`src/core/ce_update_defs.svh`:
```
// Octet offsets, field positions and limits of the estimate-update fields
// Assumes inclusion by bare name from the package and design files
`ifndef CE_UPDATE_DEFS_SVH
`define CE_UPDATE_DEFS_SVH
`define BITMAP_FIRST_OCTET 5'h02
`define CAPACITY_OCTET 5'h05
`define CODES_OCTET 5'h06
`define PEAK_OCTET 5'h07
`define FIRST_WINDOW_OCTET 5'h08
`define FIRST_TABLE_NUMBER 8
`define LAST_TABLE_NUMBER 31
`define CAPACITY_MAX 5'h18
`define EXT_FLAG_BIT 5
`define MAX_WINDOWS 8
`define BITMAP_OCTETS 3
`define CARRIER_WIDTH 12
`endif

```
`src/core/ce_update_pkg.sv`:
```
// Field type shared by both ends of the estimate-update field link, and the framer state type
// Assumes the defs header is on the include path
`include "ce_update_defs.svh"
package ce_update_pkg;
  typedef struct packed {
    logic [23:0] valid_table_bitmap;
    logic [4:0] tx_table_capacity;
    logic spectral_peak_extension_flag;
    logic [1:0] block_size_code;
    logic [2:0] correction_rate_code;
    logic [2:0] guard_interval_code;
    logic [4:0] spectral_peak_value;
    logic [2:0] duration_count_minus_one;
    logic [63:0] window_start_codes;
    logic [63:0] window_end_codes;
    logic [11:0] lowest_loaded_carrier;
  } update_fields_t;
  typedef enum logic [1:0] {
    ST_IDLE = 2'b00,
    ST_SEND = 2'b01
  } framer_state_t;
endpackage

```
`src/core/ce_update_if.sv`:
```
// Octet stream carrier between field framer and field parser
// Assumes both ends share one clock and reset
`timescale 1ns/1ns
`default_nettype none
interface ce_update_if;
  logic valid;
  logic first;
  logic last;
  logic [7:0] data;
  modport sender (output valid, output first, output last, output data);
  modport receiver (input valid, input first, input last, input data);
endinterface
`default_nettype wire

```
`src/core/ce_update_framer.sv`:
```
// Sender end: serialises octets 2 onward to the lowest-carrier field
// Assumes caller holds fields stable from start until done
`timescale 1ns/1ns
`default_nettype none
`include "ce_update_defs.svh"
module ce_update_framer
(
  input wire logic clock_i,
  input wire logic resetn_i,
  input wire logic start_i,
  input wire ce_update_pkg::update_fields_t fields_i,
  output logic busy_o,
  output logic done_o,
  output logic error_o,
  ce_update_if.sender link
);
  import ce_update_pkg::*;

  framer_state_t state;
  framer_state_t next_state;
  logic [4:0] octet;
  logic [4:0] next_octet;
  logic [4:0] last_octet;
  logic [1:0] bmp_sel;
  logic [7:0] byte_out;
  logic valid;
  logic next_valid;
  logic first;
  logic next_first;
  logic last;
  logic next_last;
  logic [7:0] data;
  logic [7:0] next_data;
  logic done;
  logic next_done;
  logic err;
  logic next_err;
  logic busy;
  logic next_busy;
  logic [2:0] idx;

  // -------------------------------------------------
  // Field unpacking
  // -------------------------------------------------
  // Bitmap split into octets, table 8 in the lowest
  logic [7:0] bitmap_octet [`BITMAP_OCTETS];
  // Window codes split per window, first window at index 0
  logic [7:0] start_code [`MAX_WINDOWS];
  logic [7:0] end_code [`MAX_WINDOWS];
  genvar w;

  // One bitmap octet per entry
  generate
    for (w = 0; w < `BITMAP_OCTETS; w++)
    begin : g_bitmap
      assign bitmap_octet[w] = fields_i.valid_table_bitmap[8*w +: 8];
    end
  endgenerate

  // One start and end code per window; unused windows never sent
  generate
    for (w = 0; w < `MAX_WINDOWS; w++)
    begin : g_window
      assign start_code[w] = fields_i.window_start_codes[8*w +: 8];
      assign end_code[w] = fields_i.window_end_codes[8*w +: 8];
    end
  endgenerate

  // -------------------------------------------------
  // Octet layout
  // -------------------------------------------------
  // Final octet: 2V+9 is the carrier high octet
  // At most 25, so five bits hold every offset
  assign last_octet = 5'(2 * ({2'b00, fields_i.duration_count_minus_one} + 5'h1) + 9);
  assign idx = 3'((octet - `FIRST_WINDOW_OCTET) >> 1);
  // Bitmap octet number, 0 for the octet holding table 8
  assign bmp_sel = 2'(octet - `BITMAP_FIRST_OCTET);

  // Selects the octet at the current offset
  always_comb
  begin
    byte_out = 8'h00;
    if (octet >= `BITMAP_FIRST_OCTET && octet < `CAPACITY_OCTET)
      byte_out = bitmap_octet[bmp_sel];
    else if (octet == `CAPACITY_OCTET)
      byte_out = {2'b00, fields_i.spectral_peak_extension_flag,
                  fields_i.tx_table_capacity};
    else if (octet == `CODES_OCTET)
      byte_out = {fields_i.guard_interval_code, fields_i.correction_rate_code,
                  fields_i.block_size_code};
    else if (octet == `PEAK_OCTET)
      byte_out = {fields_i.duration_count_minus_one, fields_i.spectral_peak_value};
    else if (octet < last_octet - 5'h1)
    begin
      if (!octet[0])
        byte_out = start_code[idx];
      else
        byte_out = end_code[idx];
    end
    else if (octet == last_octet - 5'h1)
      byte_out = fields_i.lowest_loaded_carrier[7:0];
    else
      byte_out = {4'h0, fields_i.lowest_loaded_carrier[11:8]};
  end

  // -------------------------------------------------
  // Sequencer
  // -------------------------------------------------
  // Next state and stream outputs
  always_comb
  begin
    next_state = state;
    next_octet = octet;
    next_valid = 1'b0;
    next_first = 1'b0;
    next_last = 1'b0;
    next_data = data;
    next_done = 1'b0;
    next_err = err;
    case (state)
      ST_IDLE:
      begin
        if (start_i)
        begin
          next_state = ST_SEND;
          next_octet = `BITMAP_FIRST_OCTET;
          // Flags out-of-range capacity, sends anyway
          next_err = fields_i.tx_table_capacity > `CAPACITY_MAX;
        end
      end
      ST_SEND:
      begin
        next_valid = 1'b1;
        next_data = byte_out;
        next_first = octet == `BITMAP_FIRST_OCTET;
        next_last = octet == last_octet;
        next_octet = octet + 5'h1;
        if (octet == last_octet)
        begin
          next_state = ST_IDLE;
          next_done = 1'b1;
        end
      end
      default:
        next_state = ST_IDLE;
    endcase
    // Busy covers every cycle that still has an octet to send
    next_busy = next_state == ST_SEND;
  end

  // Registers state and outputs
  always_ff @(posedge clock_i or negedge resetn_i)
  begin
    if (!resetn_i)
    begin
      state <= ST_IDLE;
      octet <= 5'h00;
      valid <= 1'b0;
      first <= 1'b0;
      last <= 1'b0;
      data <= 8'h00;
      done <= 1'b0;
      err <= 1'b0;
      busy <= 1'b0;
    end
    else
    begin
      state <= next_state;
      octet <= next_octet;
      valid <= next_valid;
      first <= next_first;
      last <= next_last;
      data <= next_data;
      done <= next_done;
      err <= next_err;
      busy <= next_busy;
    end
  end

  // -------------------------------------------------
  // Outputs
  // -------------------------------------------------
  assign link.valid = valid;
  assign link.first = first;
  assign link.last = last;
  assign link.data = data;
  assign busy_o = busy;
  assign done_o = done;
  assign error_o = err;
endmodule
`default_nettype wire

```
`src/flat_wrapper.sv`:
```
// flat-port wrapper written by rule: the top's interface ports become plain ports
module ce_update_framer_flat import ce_update_pkg::*;
  (clock_i, resetn_i, start_i, fields_i, busy_o, done_o, error_o, link_valid, link_first, link_last, link_data);
  ce_update_if link_i ();
  input wire logic clock_i;
  input wire logic resetn_i;
  input wire logic start_i;
  input wire ce_update_pkg::update_fields_t fields_i;
  output logic busy_o;
  output logic done_o;
  output logic error_o;
  output wire logic [$bits(link_i.valid)-1:0] link_valid;
  output wire logic [$bits(link_i.first)-1:0] link_first;
  output wire logic [$bits(link_i.last)-1:0] link_last;
  output wire logic [$bits(link_i.data)-1:0] link_data;
  assign link_valid = link_i.valid;
  assign link_first = link_i.first;
  assign link_last = link_i.last;
  assign link_data = link_i.data;
  ce_update_framer u_core (.clock_i(clock_i), .resetn_i(resetn_i), .start_i(start_i), .fields_i(fields_i), .busy_o(busy_o), .done_o(done_o), .error_o(error_o), .link(link_i));
endmodule
```
`config.mk`:
```
export PLATFORM = sky130hd
export DESIGN_NAME = ce_update_framer_flat
export DESIGN_NICKNAME = d
export VERILOG_FILES = /design/src/core/ce_update_pkg.sv /design/src/core/ce_update_if.sv /design/src/core/ce_update_framer.sv /design/src/flat_wrapper.sv
export VERILOG_INCLUDE_DIRS = /design/src /design/src/core
export SDC_FILE = /design/constraint.sdc
export NUM_CORES = 1
export LEC_CHECK = 0
export BUFFER_PORTS_ARGS = -buffer_cell sky130_fd_sc_hd__buf_2
export CAP_MARGIN = 40
export CELL_PAD_IN_SITES_DETAIL_PLACEMENT = 0
export CELL_PAD_IN_SITES_GLOBAL_PLACEMENT = 1
export CORE_MARGIN = 1
export CORE_UTILIZATION = 32
export CTS_BUF_LIST = sky130_fd_sc_hd__clkbuf_4 sky130_fd_sc_hd__clkbuf_8
export CTS_CLUSTER_SIZE = 24
export DETAILED_ROUTE_END_ITERATION = 12
export PLACE_DENSITY = 0.92
export RECOVER_POWER = 25
export SLEW_MARGIN = 0
export SYNTH_ARGS = -nofsm -noshare
export SYNTH_HDL_FRONTEND = slang
export SYNTH_SLANG_ARGS = --single-unit
```
`constraint.sdc`:
```
create_clock -name clock_i -period 7.7 [get_ports clock_i]
set_input_delay 0.385 -clock clock_i [delete_from_list [all_inputs] [get_ports clock_i]]
set_output_delay 0.385 -clock clock_i [all_outputs]
set_load 0.1 [all_outputs]
```
# After elaboration in Yosys (flattened, before gate mapping)
# Index checks and enable logic that the tools add are counted.
[classes]
reduce_logical = 5
n_lt_le_gt_ge = 6
eq_ne = 9
n_mux = 26
n_bitwise = 2
addsub = 6
[op_table]
columns = ["operator", "n"]
rows = [
  ["$mux W8", 13],
  ["$bmux W8 S3", 2],
  ["$bmux W8 S2", 1],
  ["$eq A5 B3 Y1 const B", 3],
  ["$eq A5 B5 Y1", 2],
  ["$pmux W5 S2", 1],
  ["$add A5 B1 Y5 const B", 1],
  ["$add A5 B4 Y5 const B", 1],
  ["$eq A5 B2 Y1 const B", 1],
  ["$ge A5 B2 Y1 const B", 1],
  ["$gt A5 B5 Y1 const B", 1],
  ["$lt A5 B3 Y1 const B", 1],
  ["$lt A5 B5 Y1", 1],
  ["$mux W1", 5],
  ["$mux W5", 1],
  ["$sub A5 B1 Y5 const B", 1],
  ["$add A3 B1 Y4 const B", 1],
  ["$eq A2 B1 Y1 const B", 2],
  ["$ge A4 B4 Y1 const B", 1],
  ["$mux W2", 2],
  ["$not A3 Y4", 1],
  ["$pmux W2 S2", 1],
  ["$reduce_and A2 Y1", 2],
  ["$sub A4 B4 Y4 const B", 1],
  ["7 further kinds", 7],
]
[totals]
wordCells = 63
register_bits = 21
output_inout_bits = 14
inputBits = 189

# Logic depth before layout (Yosys ltp)
[depth]
depth_word = 11
ltp_mapped = 11
ltp_nobuf = 9

# Worst setup path after synthesis
# Ideal clock, no wire load.
[synth_path]
path_type = "register to register"
from = "register u_core.octet[1]"
to = "register u_core.data[2], in the netlist u_core.link.data[2]"
stages_incl_launch_ff = 11
setup_ps = 134
required_ps = 7566
t_arrival_ps = 2503
n_path_buf = 3
slack_ps = 5062
synth_period_minus_slack_ps = 2638
cell_sequence = "dfrtp_1 buf_6 buf_4 buf_1 inv_1 ha_1 and4_1 nand2_1 mux2_2 a221oi_1 o211ai_1"
[synth_between]
elab_chain_cells = 11
elab_cells_between_ends = 28
classes_between = "add/sub: 2; order compare: 3; eq/ne: 4; mux: 16; bitwise: 2; reduce/logical: 1"
[synth_rtl]
columns = ["item", "line", "source"]
rows = [
  ["from (decl)", "ce_update_framer.sv:21", "logic [4:0] octet;"],
  ["from (signal assigned)", "ce_update_framer.sv:169", "octet <= next_octet;"],
  ["$sub A4 B4 Y4 (no source line)", "-", ""],
  ["$not A3 Y4 (not written as such)", "ce_update_framer.sv:96, ce_update_framer.sv:98", ""],
  ["$bmux W8 S3, on equally long branches", "ce_update_framer.sv:96, ce_update_framer.sv:98", ""],
  ["$mux W8, on equally long branches (2 in series)", "ce_update_framer.sv:96, ce_update_framer.sv:98", ""],
  ["$mux W8", "ce_update_framer.sv:95", "if (!octet[0])"],
  ["$mux W8", "ce_update_framer.sv:93", "else if (octet < last_octet - 5'h1)"],
  ["$mux W8", "ce_update_framer.sv:91", "else if (octet == `PEAK_OCTET)"],
  ["$mux W8", "ce_update_framer.sv:88", "else if (octet == `CODES_OCTET)"],
  ["$mux W8", "ce_update_framer.sv:85", "else if (octet == `CAPACITY_OCTET)"],
  ["$mux W8 (*)", "ce_update_framer.sv:83", "if (octet >= `BITMAP_FIRST_OCTET && octet < `CAPACITY_OCTET)"],
  ["to (signal assigned)", "ce_update_framer.sv:173", "data <= next_data;"],
  ["to (decl)", "ce_update_framer.sv:32", "logic [7:0] data;"],
]
# Mark *: on every way between the ends. The rest lies on a longest branch, timed or not. The select of a mux whose other input is x is not followed.
# A chain may end at the register's enable or synchronous reset.

# Worst setup path after layout
[layout_path]
from = "register u_core.octet[1]"
to = "register u_core.data[5], in the netlist u_core.link.data[5]"
# The elaborated chain is that of the path after synthesis.

==> results.md <==
* Area growth from synthesis to layout at 39.8%
* Worst Skew at 2.65 ps
* Cell Area, Synth at 0.00271 mm^2
* Gr usage total at 0.209
* Fmax at 0.360 GHz
* RSZ-0062 raised after global routing: no
* Final hold slack at 299 ps
* Mapped Cells at 262
* Flops & latches, synth at 20
* Main flop type after synthesis: dfrtp_1
* Xor/xnor share of the synthesized area at 0.00647
* Largest family of logic cells by synthesized area: multiplexers
* Post-synth top area cell: dfrtp_1
* CTS root buf: clkbuf_8
* DRT iter0 DRCs at 180
* Met1 usage at 0.265
* Cts bufs inserted at 3
* Setup TNS at 0 ps
* Sequential share of the synthesized area at 0.185
* Number of global-route vias before repair at 2,956
* Worst Setup Start Kind: flop
* DRC at 0
* Longest Clk Path Bufs at 2
* Hold Path Class: in -> async
* Global-route wire length before repair at 14.3 mm
* Period utilisation layout at 0.361
* CP required at 7860 ps
* Worst skew pair latency at 260 ps
* I/O Buffers at 202
* Met3 Track Usage GR at 0.0218
* GR Layer Usage met2 at 0.372
* Routability cong. at 0.806
* Row count at 33
* Initial antenna violation count at 0
* Max Slew Vio Count at 0
* Busiest layer in global routing: met2
* Synth Area per Inst at 10.3 um^2
* Syn Nets at 459
* Area share of the largest cell type after synthesis at 0.185
* Library cells used by synthesis at 52
* Worst slew margin at 0.285
* Die X at 94.0 um
* TritonRoute pass-1 iters at 5
* Diode count at 0
* Total gr overflow at 0
* Leak at 1.89 nW
* Layout cells sized above 1 at 0.542
* IO Pins at 203
* Post-CTS setup buffer count at 0
* Largest net degree at the start of global routing at 47
* # resized after CTS at 0
* Clk slew on worst S/H paths at 70 ps
* CP Max Fanout at 27
* CTS HTree Levels at 1
* Post-synthesis simple-gate area fraction at 0.140
* Worst Setup End Kind: flop
* Tmin final at 2780 ps
* Initial core utilization at 0.330
* Synth top area cells: dfrtp_1 (18%), mux4_2 (18%), mux4_1 (9.7%)
* Vias per inst at 5.57
* Fin. Hold Viols at 0
* CTS Hold Bufs at 0
* DIE AREA at 0.00884 mm^2
* Post-synth EDFFs at 0
* HPWL Detailed at 8.06 mm
* DR vias at 3,081
* Compound-Gate Fraction of Synth Area at 0.225
* Post-synthesis mux area share at 0.348
* Core Area at 0.00822 mm^2
* Filler instances at 788
* Reg2Reg Depth at 6
* Asr flop ratio synth at 1.00
* Final Setup Violations at 0
* Crit Path Class: reg -> reg
* Clock Sinks at 20
* Final net count at 646
* ANT nets after route at 0
* Power per cell area at 262 mW/mm^2
* Status: completed
* Avg WL per Cell at 17.4 um
* Worst VDD drop at 84.8 uV
* Max-cap viol count at 0
* Synth Warn # at 0
* Worst Tran Pin Value at 1070 ps
* Routed WL at 9.61 mm
* Final setup margin at 4920 ps
* Synth Area in Adders at 0.0370
* Pre-CTS setup slack at 4940 ps
* Arrival time at the worst endpoint at 2950 ps
* CTS tree: done
* Die Y at 94.0 um
[worst paths after layout]
check,startpoint,end,slack (ps)
max in group asynchronous,resetn_i,u_core.octet[1],6690
worst max register to register,u_core.octet[1],u_core.link.data[5],4920
min in group clock_i,start_i,u_core.error_o,400
worst min register to register,u_core.error_o,u_core.error_o,480
worst min-delay path,resetn_i,u_core.link.first,300
worst max-delay path,u_core.octet[1],u_core.link.data[5],4920
[state kept, by name, summed over array words and instances (netlist names)]
| signal | cells |
|---|---|
| u_core.link.valid | 1 |
| u_core.octet | 5 |
| u_core.link.first | 1 |
| u_core.state | 2 |
| u_core.done_o | 1 |
| u_core.busy_o | 1 |
| u_core.error_o | 1 |
| u_core.link.data | 8 |
[final cells by class]
type | count | area, um^2 | area share
Clock buffer | 4 | 48.8 | 0.0129
Inverter | 5 | 18.8 | 0.00496
Multi-Input combinational cell | 214 | 2050 | 0.542
Sequential cell | 20 | 502 | 0.133
Tap cell | 105 | 131 | 0.0347
Timing Repair Buffer | 205 | 1030 | 0.273
[metrics by stage]
step / utilization / power (mW) / instances / instance area [um^2]
detailed placement: 0.455 / 0.919 / 549 / 3740
floorplan: - / 0.763 / 262 / 2710
global placement: 0.455 / 0.907 / 549 / 3740
CTS: 0.461 / 0.996 / 553 / 3790
finish: 0.461 / 0.992 / 553 / 3790
global route: 0.461 / 1.07 / 553 / 3790
[power by group]
group / internal, mW / leakage, nW / total [mW] / switching [mW]
Clock: 0.0404 / 0.0262 / 0.0752 / 0.0348
Sequential: 0.136 / 0.248 / 0.184 / 0.0476
Combinational: 0.284 / 1.62 / 0.733 / 0.449
Total: 0.461 / 1.89 / 0.992 / 0.532
[cell usage in the layout (no fill, tap or decap), types with 4 or more instances in the layout]
cell	count
a22o_1	5
ha_1	8
nor2_1	8
mux2i_1	6
o2111ai_1	4
mux4_1	10
a21boi_0	6
a221oi_1	10
a21o_1	4
mux4_2	22
nand3_1	16
and2_1	6
dfrtp_1	19
nor2b_1	5
nor3_1	8
nand2_1	22
o21ai_0	9
a22oi_1	5
o31a_1	6
o221ai_1	6
inv_1	4
mux2_2	11
buf_2	201
o31ai_1	4
and3_1	4
[synth_stat cells (8+ instances only)]
| cell | number |
|---|---|
| a221oi_1 | 10 |
| clkbuf_1 | 11 |
| dfrtp_1 | 20 |
| ha_1 | 8 |
| mux2_2 | 11 |
| mux4_1 | 10 |
| mux4_2 | 22 |
| nand2_1 | 22 |
| nand3_1 | 16 |
| nor2_1 | 8 |
| nor3_1 | 8 |
| o21ai_0 | 9 |
[cell families after synthesis]
logic type	count (synthesis)
compound gates	78
simple gates	76
mux	49
buf+inv	28
flops	20
fa+ha+maj	8
xor+xnor	2
other cells	1
[per-layer routing]
layer / part of all wire / vias up / routed length [um]
li1: - / 1459 / -
met1: 0.40 / 1434 / 3820
met2: 0.50 / 177 / 4820
met3: 0.084 / 11 / 806
met4: 0.017 / 0 / 161
met5: 0 / - / 0
[critical path: stages (launching register included)]
cell	delay, ps
dfrtp_2	730
buf_4	490
or3b_1	180
a211o_1	410
and2_1	410
o221ai_1	190
o31ai_1	270
(Power assumes the default switching activity.)
